### src/hw/cap_regs.vh
// Constants for the camera serial command parser: characters, keywords,
// reset values and timing figures.
// Assumes a single 10 MHz system clock; included by bare name.
`ifndef CAP_REGS_VH
`define CAP_REGS_VH

// Timing
`define CAP_CLK_HZ        10000000
`define CAP_BAUD_BPS      9600
`define CAP_TIMEOUT_S     15
`define CAP_EXT_MIN_US    1000

// Characters
`define CAP_CH_CR         8'h0D
`define CAP_CH_LF         8'h0A
`define CAP_CH_EQ         8'h3D
`define CAP_CH_QM         8'h3F
`define CAP_CH_0          8'h30
`define CAP_CH_9          8'h39
`define CAP_CH_A_LO       8'h61
`define CAP_CH_Z_LO       8'h7A
`define CAP_CH_USCORE     8'h5F

// Reply letters
`define CAP_CH_O          8'h4F
`define CAP_CH_K          8'h4B
`define CAP_CH_N          8'h4E
`define CAP_CH_G          8'h47
`define CAP_CH_E          8'h45
`define CAP_CH_C          8'h43
`define CAP_CH_T          8'h54

// Keywords, right aligned in a 64-bit field
`define CAP_KW_CTRL       64'h000000006374726C
`define CAP_KW_DIPSW      64'h0000006469707377
`define CAP_KW_ID         64'h0000000000006964
`define CAP_KW_BIT        64'h0000000000626974
`define CAP_KW_SYNC       64'h0000000073796E63
`define CAP_KW_EXPC       64'h0000000065787063
`define CAP_KW_GAINPOS    64'h006761696E706F73

// Reset values of the settings
`define CAP_RST_CTRL      1'h0
`define CAP_RST_CAM       8'h00
`define CAP_RST_BIT10     1'h0
`define CAP_RST_SYNC      1'h0
`define CAP_RST_EXP       2'h0
`define CAP_RST_GAIN      4'h1

// Ranges
`define CAP_GAIN_MAX      4'h8
`define CAP_EXP_MAX       2'h2
`define CAP_KW_MAXLEN     4'h8
`define CAP_NUM_MAXDIG    3'h3

`endif

### src/hw/cap_parser.v
// Serial ASCII command parser for the camera settings, with its own
// receiver and transmitter on the serial pins.
// Assumes one 10 MHz clock and a host that waits for each reply.
`timescale 1ns/100ps
`include "cap_regs.vh"

// Contract
// - Serial link 9600 baud, start bit, eight data bits, one stop, no parity.
// - Keywords are lower case only; upper case makes the command invalid.
// - CR, LF or CR+LF end a command; every reply ends with CR only.
// - A bare keyword acts as its query; the question mark is optional.
// - Queries return the value; keyword=number sets it and replies OK.
// - Malformed or unknown commands get NG.
// - Out of range numbers get NE and the setting stays unchanged.
// - Setting a protected value while source select is 0 gets NC.
// - No terminator within 15 s of the first character gives TO.
// - Source select: 0 switches govern, 1 serial governs; read and write.
// - Switch readback returns the eight switches as decimal 0 to 255.
// - Output width 8 or 10, default 8, settable only with select 1.
// - Sync source 0 internal, 1 external line trigger; read and write.
// - External trigger period under 1 ms falls back to internal timing.
// - Exposure mode query returns 0, 1 or 2; effective only with select 1.
// - Gain position defaults to one, selectable up to eight.
// - Exposure mode set takes 0, 1 or 2, only while select is 1.
module cap_parser #(
  parameter TIMEOUT_CYC = `CAP_TIMEOUT_S * `CAP_CLK_HZ,
  parameter EXT_MIN_CYC = (`CAP_EXT_MIN_US * (`CAP_CLK_HZ / 1000)) / 1000,
  parameter BAUD_CYC    = (`CAP_CLK_HZ + `CAP_BAUD_BPS / 2) / `CAP_BAUD_BPS
) (
  input  wire       sys_clk,
  input  wire       rst,
  input  wire       ser_rx,
  output reg        ser_tx,
  input  wire [7:0] dip_sw,
  input  wire       ext_line_trig,
  output wire       ctrl_serial,
  output wire [7:0] cam_number,
  output wire       bit_width_10,
  output wire       sync_ext,
  output wire [1:0] exp_mode,
  output wire [3:0] gain_pos
);

  localparam HALF_CYC = BAUD_CYC / 2;

  localparam RX_IDLE  = 2'h0;
  localparam RX_START = 2'h1;
  localparam RX_DATA  = 2'h2;
  localparam RX_STOP  = 2'h3;

  function is_digit;
    input [7:0] c;
    begin
      is_digit = (c >= `CAP_CH_0) && (c <= `CAP_CH_9);
    end
  endfunction

  // Decimal text of 0..255: count of digits, then up to three characters
  function [26:0] to_dec;
    input [7:0] v;
    reg   [7:0] h;
    reg   [7:0] t;
    reg   [7:0] o;
    begin
      h = v / 8'h64;
      t = (v / 8'h0A) % 8'h0A;
      o = v % 8'h0A;
      if (v >= 8'h64) begin
        to_dec = {3'h3, `CAP_CH_0 + h, `CAP_CH_0 + t, `CAP_CH_0 + o};
      end else if (v >= 8'h0A) begin
        to_dec = {3'h2, `CAP_CH_0 + t, `CAP_CH_0 + o, 8'h00};
      end else begin
        to_dec = {3'h1, `CAP_CH_0 + o, 16'h0000};
      end
    end
  endfunction

  ////////////////////////////////////////////////////////////////////////
  // Pin synchronisers
  reg [1:0] rx_ff;
  reg [1:0] ext_ff;
  reg [7:0] dip_m;
  reg [7:0] dip_s;
  always @(posedge sys_clk) begin
    if (rst) begin
      rx_ff  <= 2'h3;
      ext_ff <= 2'h0;
      dip_m  <= 8'h00;
      dip_s  <= 8'h00;
    end else begin
      rx_ff  <= {rx_ff[0], ser_rx};
      ext_ff <= {ext_ff[0], ext_line_trig};
      dip_m  <= dip_sw;
      dip_s  <= dip_m;
    end
  end
  wire rx_s  = rx_ff[1];
  wire ext_s = ext_ff[1];

  ////////////////////////////////////////////////////////////////////////
  // Receiver
  reg [1:0]  rx_st;
  reg [10:0] rx_cnt;
  reg [2:0]  rx_bit;
  reg [7:0]  rx_sh;
  reg        rx_vld;
  reg [7:0]  rx_byte;
  always @(posedge sys_clk) begin
    if (rst) begin
      rx_st   <= RX_IDLE;
      rx_cnt  <= 11'h000;
      rx_bit  <= 3'h0;
      rx_sh   <= 8'h00;
      rx_vld  <= 1'b0;
      rx_byte <= 8'h00;
    end else begin
      rx_vld <= 1'b0;
      case (rx_st)
        RX_IDLE: begin
          rx_cnt <= 11'h000;
          if (!rx_s) begin
            rx_st <= RX_START;
          end
        end
        RX_START: begin
          if (rx_cnt == HALF_CYC[10:0]) begin
            rx_cnt <= 11'h000;
            rx_bit <= 3'h0;
            // A glitch shorter than half a bit is not a start bit
            rx_st  <= rx_s ? RX_IDLE : RX_DATA;
          end else begin
            rx_cnt <= rx_cnt + 11'h001;
          end
        end
        RX_DATA: begin
          if (rx_cnt == BAUD_CYC[10:0] - 11'h001) begin
            rx_cnt <= 11'h000;
            rx_sh  <= {rx_s, rx_sh[7:1]};
            rx_bit <= rx_bit + 3'h1;
            if (rx_bit == 3'h7) begin
              rx_st <= RX_STOP;
            end
          end else begin
            rx_cnt <= rx_cnt + 11'h001;
          end
        end
        RX_STOP: begin
          if (rx_cnt == BAUD_CYC[10:0] - 11'h001) begin
            rx_st <= RX_IDLE;
            // Framing errors drop the byte silently
            if (rx_s) begin
              rx_vld  <= 1'b1;
              rx_byte <= rx_sh;
            end
          end else begin
            rx_cnt <= rx_cnt + 11'h001;
          end
        end
        default: rx_st <= RX_IDLE;
      endcase
    end
  end

  ////////////////////////////////////////////////////////////////////////
  // Transmitter: rep_n characters of rep, then CR
  reg [31:0] rep;
  reg [2:0]  rep_n;
  reg        tx_busy;
  reg [2:0]  tx_idx;
  reg [9:0]  tx_sh;
  reg [3:0]  tx_bits;
  reg [10:0] tx_cnt;
  reg        tx_go;
  wire [7:0] tx_char = (tx_idx == rep_n) ? `CAP_CH_CR :
                       rep[31 - 8 * tx_idx -: 8];
  always @(posedge sys_clk) begin
    if (rst) begin
      ser_tx  <= 1'b1;
      tx_busy <= 1'b0;
      tx_idx  <= 3'h0;
      tx_sh   <= 10'h3FF;
      tx_bits <= 4'h0;
      tx_cnt  <= 11'h000;
    end else if (!tx_busy) begin
      ser_tx <= 1'b1;
      if (tx_go) begin
        tx_busy <= 1'b1;
        tx_idx  <= 3'h0;
        tx_bits <= 4'h0;
        tx_cnt  <= 11'h000;
      end
    end else if (tx_bits == 4'h0 && tx_cnt == 11'h000) begin
      tx_sh   <= {1'b1, tx_char, 1'b0};
      ser_tx  <= 1'b0;
      tx_cnt  <= 11'h001;
      tx_bits <= 4'h1;
    end else if (tx_cnt == BAUD_CYC[10:0]) begin
      tx_cnt <= 11'h001;
      if (tx_bits == 4'hA) begin
        tx_bits <= 4'h0;
        tx_cnt  <= 11'h000;
        tx_idx  <= tx_idx + 3'h1;
        if (tx_idx == rep_n) begin
          tx_busy <= 1'b0;
        end
      end else begin
        ser_tx  <= tx_sh[tx_bits];
        tx_bits <= tx_bits + 4'h1;
      end
    end else begin
      tx_cnt <= tx_cnt + 11'h001;
    end
  end

  ////////////////////////////////////////////////////////////////////////
  // Command collection
  reg [63:0] kw;
  reg [3:0]  klen;
  reg        seen_eq;
  reg        seen_q;
  reg        bad;
  reg        ovf;
  reg [9:0]  num;
  reg [2:0]  ndig;
  reg        active;
  reg        pend;
  reg        tmo;
  reg [31:0] tmo_cnt;

  // Settings
  reg       ctrl;
  reg [7:0] cam;
  reg       bit10;
  reg       sync_sel;
  reg [1:0] exp;
  reg [3:0] gain;

  wire is_term = (rx_byte == `CAP_CH_CR) || (rx_byte == `CAP_CH_LF);
  wire is_lc   = (rx_byte >= `CAP_CH_A_LO) && (rx_byte <= `CAP_CH_Z_LO);
  wire kw_char = is_lc || is_digit(rx_byte) || (rx_byte == `CAP_CH_USCORE);

  ////////////////////////////////////////////////////////////////////////
  // Evaluation of a finished command
  reg [2:0]  n_code;
  reg [7:0]  n_val;
  reg        n_apply;
  reg [26:0] dec;
  always @* begin
    n_val   = 8'h00;
    n_apply = 1'b0;
    n_code  = 3'h0;                              // 0 OK
    case (kw)
      `CAP_KW_CTRL:    n_val = {7'h00, ctrl};
      `CAP_KW_DIPSW:   n_val = dip_s;
      `CAP_KW_ID:      n_val = cam;
      `CAP_KW_BIT:     n_val = bit10 ? 8'h0A : 8'h08;
      `CAP_KW_SYNC:    n_val = {7'h00, sync_sel};
      `CAP_KW_EXPC:    n_val = {6'h00, exp};
      `CAP_KW_GAINPOS: n_val = {4'h0, gain};
      default:         n_code = 3'h1;
    endcase
    if (tmo) begin
      n_code = 3'h4;
    end else if (bad || n_code == 3'h1 || (seen_eq && ndig == 3'h0) ||
                 (seen_eq && kw == `CAP_KW_DIPSW)) begin
      n_code = 3'h1;
    end else if (!seen_eq) begin
      n_code = 3'h5;
    end else if (ovf ||
                 (kw == `CAP_KW_CTRL && num > 10'h001) ||
                 (kw == `CAP_KW_ID && num > 10'h0FF) ||
                 (kw == `CAP_KW_BIT && num != 10'h008 && num != 10'h00A) ||
                 (kw == `CAP_KW_SYNC && num > 10'h001) ||
                 (kw == `CAP_KW_EXPC && num > {8'h00, `CAP_EXP_MAX}) ||
                 (kw == `CAP_KW_GAINPOS &&
                  (num == 10'h000 || num > {6'h00, `CAP_GAIN_MAX}))) begin
      n_code = 3'h2;
    end else if (!ctrl && (kw == `CAP_KW_BIT || kw == `CAP_KW_EXPC ||
                           kw == `CAP_KW_GAINPOS)) begin
      n_code = 3'h3;
    end else begin
      n_apply = 1'b1;
    end
    dec = to_dec(n_val);
  end

  always @(posedge sys_clk) begin
    if (rst) begin
      kw       <= 64'h0000000000000000;
      klen     <= 4'h0;
      seen_eq  <= 1'b0;
      seen_q   <= 1'b0;
      bad      <= 1'b0;
      ovf      <= 1'b0;
      num      <= 10'h000;
      ndig     <= 3'h0;
      active   <= 1'b0;
      pend     <= 1'b0;
      tmo      <= 1'b0;
      tmo_cnt  <= 32'h00000000;
      tx_go    <= 1'b0;
      rep      <= 32'h00000000;
      rep_n    <= 3'h0;
      ctrl     <= `CAP_RST_CTRL;
      cam      <= `CAP_RST_CAM;
      bit10    <= `CAP_RST_BIT10;
      sync_sel <= `CAP_RST_SYNC;
      exp      <= `CAP_RST_EXP;
      gain     <= `CAP_RST_GAIN;
    end else begin
      tx_go <= 1'b0;
      if (pend) begin
        // Wait for the previous reply to leave before loading this one
        if (!tx_busy && !tx_go) begin
          pend  <= 1'b0;
          tx_go <= 1'b1;
          case (n_code)
            3'h0: rep <= {`CAP_CH_O, `CAP_CH_K, 16'h0000};
            3'h1: rep <= {`CAP_CH_N, `CAP_CH_G, 16'h0000};
            3'h2: rep <= {`CAP_CH_N, `CAP_CH_E, 16'h0000};
            3'h3: rep <= {`CAP_CH_N, `CAP_CH_C, 16'h0000};
            3'h4: rep <= {`CAP_CH_T, `CAP_CH_O, 16'h0000};
            default: rep <= {dec[23:0], 8'h00};
          endcase
          rep_n <= (n_code == 3'h5) ? dec[26:24] : 3'h2;
          if (n_apply) begin
            case (kw)
              `CAP_KW_CTRL:    ctrl     <= num[0];
              `CAP_KW_ID:      cam      <= num[7:0];
              `CAP_KW_BIT:     bit10    <= num[1];
              `CAP_KW_SYNC:    sync_sel <= num[0];
              `CAP_KW_EXPC:    exp      <= num[1:0];
              `CAP_KW_GAINPOS: gain     <= num[3:0];
              default:         ctrl     <= ctrl;
            endcase
          end
          kw      <= 64'h0000000000000000;
          klen    <= 4'h0;
          seen_eq <= 1'b0;
          seen_q  <= 1'b0;
          bad     <= 1'b0;
          ovf     <= 1'b0;
          num     <= 10'h000;
          ndig    <= 3'h0;
          tmo     <= 1'b0;
        end
      end else if (active && tmo_cnt == TIMEOUT_CYC - 1) begin
        active <= 1'b0;
        pend   <= 1'b1;
        tmo    <= 1'b1;
      end else if (rx_vld) begin
        if (is_term) begin
          // The LF of a CR+LF pair finds no command open and is dropped
          if (active) begin
            active <= 1'b0;
            pend   <= 1'b1;
          end
        end else begin
          if (!active) begin
            tmo_cnt <= 32'h00000000;
          end
          active <= 1'b1;
          if (seen_q) begin
            bad <= 1'b1;
          end else if (seen_eq) begin
            if (!is_digit(rx_byte)) begin
              bad <= 1'b1;
            end else if (ndig == `CAP_NUM_MAXDIG) begin
              ovf <= 1'b1;
            end else begin
              num  <= num * 10'h00A + {2'h0, rx_byte - `CAP_CH_0};
              ndig <= ndig + 3'h1;
            end
          end else if (rx_byte == `CAP_CH_EQ) begin
            seen_eq <= 1'b1;
            bad     <= bad | (klen == 4'h0);
          end else if (rx_byte == `CAP_CH_QM) begin
            seen_q  <= 1'b1;
          end else if (kw_char && klen != `CAP_KW_MAXLEN) begin
            kw   <= {kw[55:0], rx_byte};
            klen <= klen + 4'h1;
          end else begin
            bad <= 1'b1;
          end
        end
      end
      if (active && !rx_vld) begin
        tmo_cnt <= tmo_cnt + 32'h00000001;
      end
    end
  end

  ////////////////////////////////////////////////////////////////////////
  // External line trigger period watch
  reg        ext_d;
  reg [31:0] per_cnt;
  reg        fallback;
  always @(posedge sys_clk) begin
    if (rst) begin
      ext_d    <= 1'b0;
      per_cnt  <= 32'h00000000;
      fallback <= 1'b0;
    end else begin
      ext_d <= ext_s;
      if (ext_s && !ext_d) begin
        per_cnt  <= 32'h00000000;
        fallback <= (per_cnt < EXT_MIN_CYC - 1);
      end else if (per_cnt != 32'hFFFFFFFF) begin
        per_cnt <= per_cnt + 32'h00000001;
      end
    end
  end

  ////////////////////////////////////////////////////////////////////////
  // Effective settings: width and gain follow the switches, exposure mode is 0, while select is 0
  assign ctrl_serial  = ctrl;
  assign cam_number   = cam;
  assign bit_width_10 = ctrl ? bit10 : dip_s[3];
  assign sync_ext     = sync_sel & ~fallback;
  assign exp_mode     = ctrl ? exp : `CAP_RST_EXP;
  assign gain_pos     = ctrl ? gain : {1'b0, dip_s[2:0]} + 4'h1;

endmodule

### config.mk
export PLATFORM = sky130hd
export DESIGN_NAME = cap_parser
export DESIGN_NICKNAME = d
export VERILOG_FILES = /design/src/hw/cap_parser.v
export VERILOG_INCLUDE_DIRS = /design/src /design/src/hw
export SDC_FILE = /design/constraint.sdc
export NUM_CORES = 1
export LEC_CHECK = 0
export ABC_AREA = 1
export BUFFER_PORTS_ARGS = -buffer_cell sky130_fd_sc_hd__buf_4
export CAP_MARGIN = 20
export CELL_PAD_IN_SITES_DETAIL_PLACEMENT = 0
export CELL_PAD_IN_SITES_GLOBAL_PLACEMENT = 1
export CORE_ASPECT_RATIO = 2
export CORE_MARGIN = 1
export CORE_UTILIZATION = 35
export DETAILED_ROUTE_END_ITERATION = 10
export HOLD_SLACK_MARGIN = 0.15
export PLACE_DENSITY_LB_ADDON = 0.2
export SETUP_SLACK_MARGIN = 0.3
export SLEW_MARGIN = 20
export SYNTH_ARGS = -nofsm -noshare
export SYNTH_HDL_FRONTEND = slang
export SYNTH_SLANG_ARGS = --single-unit
### constraint.sdc
create_clock -name sys_clk -period 8.3 [get_ports sys_clk]
set_input_delay 2.075 -clock sys_clk [delete_from_list [all_inputs] [get_ports sys_clk]]
set_output_delay 2.075 -clock sys_clk [all_outputs]
set_load 0.02 [all_outputs]
==> flow_metrics.tcl <==
set metrics [dict create \
    status "finished, final reports clean" \
    async_flop_share 0 \
    worstHoldPathType "flop to flop" \
    post_cts_buffers 0 \
    ys_types 67 \
    drt-initial-drc-count 926 \
    design.die.area_um2 46980 \
    seqPwrFrac 0.483 \
    clockBufferDepth 3 \
    intPower_mw 2.157 \
    final_net_count 2460 \
    ys_warn_count 0 \
    cp.required_ps 8730 \
    numCtsBuffers 28 \
    maxCapViolCount 0 \
    avgSynthCellArea_um2 6.757 \
    drc_errors 0 \
    period_needed_ps 5314 \
    cpPeakStageDelay_ps 350 \
    post-route-util 0.3952 \
    path_max_fanout 20 \
    ioPinCount 30 \
    ys_ff_latch 280 \
    rsz0062_at_grt "false" \
    p_sw_frac 0.2328 \
    insertion_delay_ps 600 \
    finalSetupViolations 0 \
    grtUsageTotal 0.2151 \
    clock.fmax_mhz 188.2 \
    synth_nets 2455 \
    ant_nets 0 \
    routedWlPerCell_um 16.96 \
    timing.hold.ws_ps 401.0 \
    powerDensity_nw_per_um2 157.1 \
    num_rows 110 \
    gp_congestion 0.9514 \
    drt_pre_antenna_iters 5 \
    fin_crit_sh 0.6403 \
    start_util 0.3561 \
    fin_total_pwr_mw 2.812 \
    wl_um 50420 \
    antenna_found_initial 0 \
    antenna_cells 0 \
    maxSlewViolCount 0 \
    seq_area_um2 5605 \
    grt_max_degree 125 \
    power.share.clock 0.491 \
    grt_pass1_vias 15770 \
    io_buffers 29 \
    final_area_um2 17900 \
    synth_edf_count 0 \
    worstSetupPathType "flop to flop" \
    combPwrFrac 0.026 \
    finalSetupTns_ps 0 \
    routed_via_density 5.272 \
    die_w_um 153.8 \
    coreArea_um2 45280 \
    start_kind "flop" \
    finClkSkew_ps 36.36 \
    critPathSlowestCell "dfxtp_1" \
    fillerInstances 4821 \
    multiInputGateArea_um2 8836 \
    cpMostUsedCell "nand2_2" \
    tightest_slew_ps 893.1 \
    p_sw_mw 0.6545 \
    overflow 0 \
    area_growth_pct 11.00 \
    cts_hold_buf 0 \
    cts-resized-gates 0 \
    htree_levels 1 \
    end_kind "flop" \
    clkTransAtPathRegs_ps 70 \
    grt_pass1_wl_um 81010 \
    root_buffer "clkbuf_16" \
    yosysSeqAreaShare 0.3477 \
    synth_flop_cell "dfxtp_1" \
    slew_headroom 0.3983 \
    timing_hold_violations_final 0 \
    chipHeight_um 305.5 \
    crit_arrival_ps 5750 \
    synthesis.area_um2 16120 \
    drive_gt1_frac 0.08081 \
    post_dp_cell_area_um2 16890 \
    leakagePower_nw 7.365 \
    ir_worst_vdd_mv 0.1536 \
    hpwlAfterDp_um 38540 \
    cts_tree "yes" \
    netlist_instances 2386 \
    num_vias 15670 \
    cts_sinks 280 \
]
==> through the flow <==
step                      setup slack (ps)  std cells
after floorplan                       3932       2386
after global placement                3109       2921
after detailed placement              3010       2921
after CTS                             2964       2973
after global routing                  2420       2973
final                                 2986       2973
==> final timing paths <==
check,startpoint,to,slack [ps],depth (start not counted)
worst max-delay path,kw[32]$_SDFFE_PP0P_,rep[29]$_SDFFE_PP0P_,2990,42
worst min-delay path,dip_m[0]$_SDFF_PP0_,dip_s[0]$_SDFF_PP0_,400,2
worst max register to register,kw[32]$_SDFFE_PP0P_,rep[29]$_SDFFE_PP0P_,2990,42
worst min register to register,dip_m[0]$_SDFF_PP0_,dip_s[0]$_SDFF_PP0_,400,2
==> flip-flops by register name, indices dropped and copies added, names as in the netlist, 2 cells and up, named ones only <==
name,cells
num,10
gain,4
rx_cnt,11
ext_ff,2
rx_bit,3
klen,4
rx_sh,8
rep,24
dip_s,8
tx_bits,4
kw,64
rep_n,2
ndig,3
exp,2
tx_idx,3
cam_number,8
rx_ff,2
tmo_cnt,32
tx_sh,9
rx_byte,8
tx_cnt,11
dip_m,8
per_cnt,32
==> metal layers <==
layer,share of wire,up-vias,global-route usage
met5,0,-,0
met4,0.046,0,0.1063
met3,0.026,121,0.02112
met2,0.56,292,0.4389
met1,0.37,7302,0.2081
li1,-,7958,-
==> layout by cell type (no fill, tap or decap), types with 6 or more instances in the layout <==
cell type  Yosys  routed
nand2_1      405     404
clkbuf_8       0      11
o21ai_0      116     116
a21oi_1      151     151
a211oi_1      34      34
nor2_2         9       9
nand3b_1       8       8
inv_2         17      19
buf_4          0      38
a221oi_1       7       7
xnor2_1       11      11
clkinv_2       0       6
nand2_2       29      30
nand3_1      211     210
nor2_1       275     275
nand4_1       45      45
or2_2          7       7
xor2_1        20      20
o221ai_1       7       7
o31ai_1       11      11
nand3_2        9      10
o211ai_1      12      12
ha_1          55      55
inv_1        362     362
clkbuf_16      0      28
a31oi_1        6       6
nor2_4         7       7
dfxtp_1      280     280
nor3_1        67      67
nor4_1        31      31
o22ai_1       55      55
==> cell families after synthesis <==
logic type,synth area share
fa+ha+maj,0.04517
xor+xnor,0.01684
flops,0.3477
buf+inv,0.1048
compound gates,0.1643
simple gates,0.3207
mux,0.0006209
==> final cells by class <==
cell class | instances | share of cell area
well taps | 560 | 0.03915
flip-flops and latches | 280 | 0.3132
multi-input cells | 1658 | 0.4937
inverters | 384 | 0.08054
clock buffers | 40 | 0.04782
clock inverters | 12 | 0.008460
repair buffers | 39 | 0.01706
==> synthesized netlist by cell type, drive strengths merged, types with 8 or more instances <==
| cell | n | area (um^2) |
|---|---|---|
| a211oi | 34 | 255.2 |
| a21oi | 155 | 798.3 |
| clkbuf | 58 | 217.7 |
| dfxtp | 280 | 5605 |
| ha | 55 | 688.2 |
| inv | 379 | 1423 |
| nand2 | 438 | 1747 |
| nand3 | 223 | 1199 |
| nand3b | 8 | 60.06 |
| nand4 | 48 | 327.8 |
| nor2 | 291 | 1167 |
| nor3 | 68 | 351.6 |
| nor4 | 31 | 193.9 |
| o211ai | 12 | 90.09 |
| o21ai | 127 | 665.6 |
| o22ai | 55 | 344.1 |
| o31ai | 11 | 82.58 |
| xnor2 | 11 | 96.34 |
| xor2 | 20 | 175.2 |
==> power groups by stage <==
stage                     Sequential (mW)  Combinational (mW)  Clock [mW]
final                                1.36              0.0733        1.38
after global routing                 1.36              0.0819        1.47
after CTS                            1.36              0.0745        1.42
after detailed placement             1.39              0.0741           0
after global placement               1.39              0.0735           0
after floorplan                      1.39              0.0489           0
==> critical path, delay by kind of cell, from the launching register on <==
family / cells / cell delay [ps]
simple gates: 32 / 3420
fa+ha+maj: 3 / 710
buf+inv: 5 / 470
flops: 1 / 350
compound gates: 2 / 190
(Power assumes the default switching activity.)
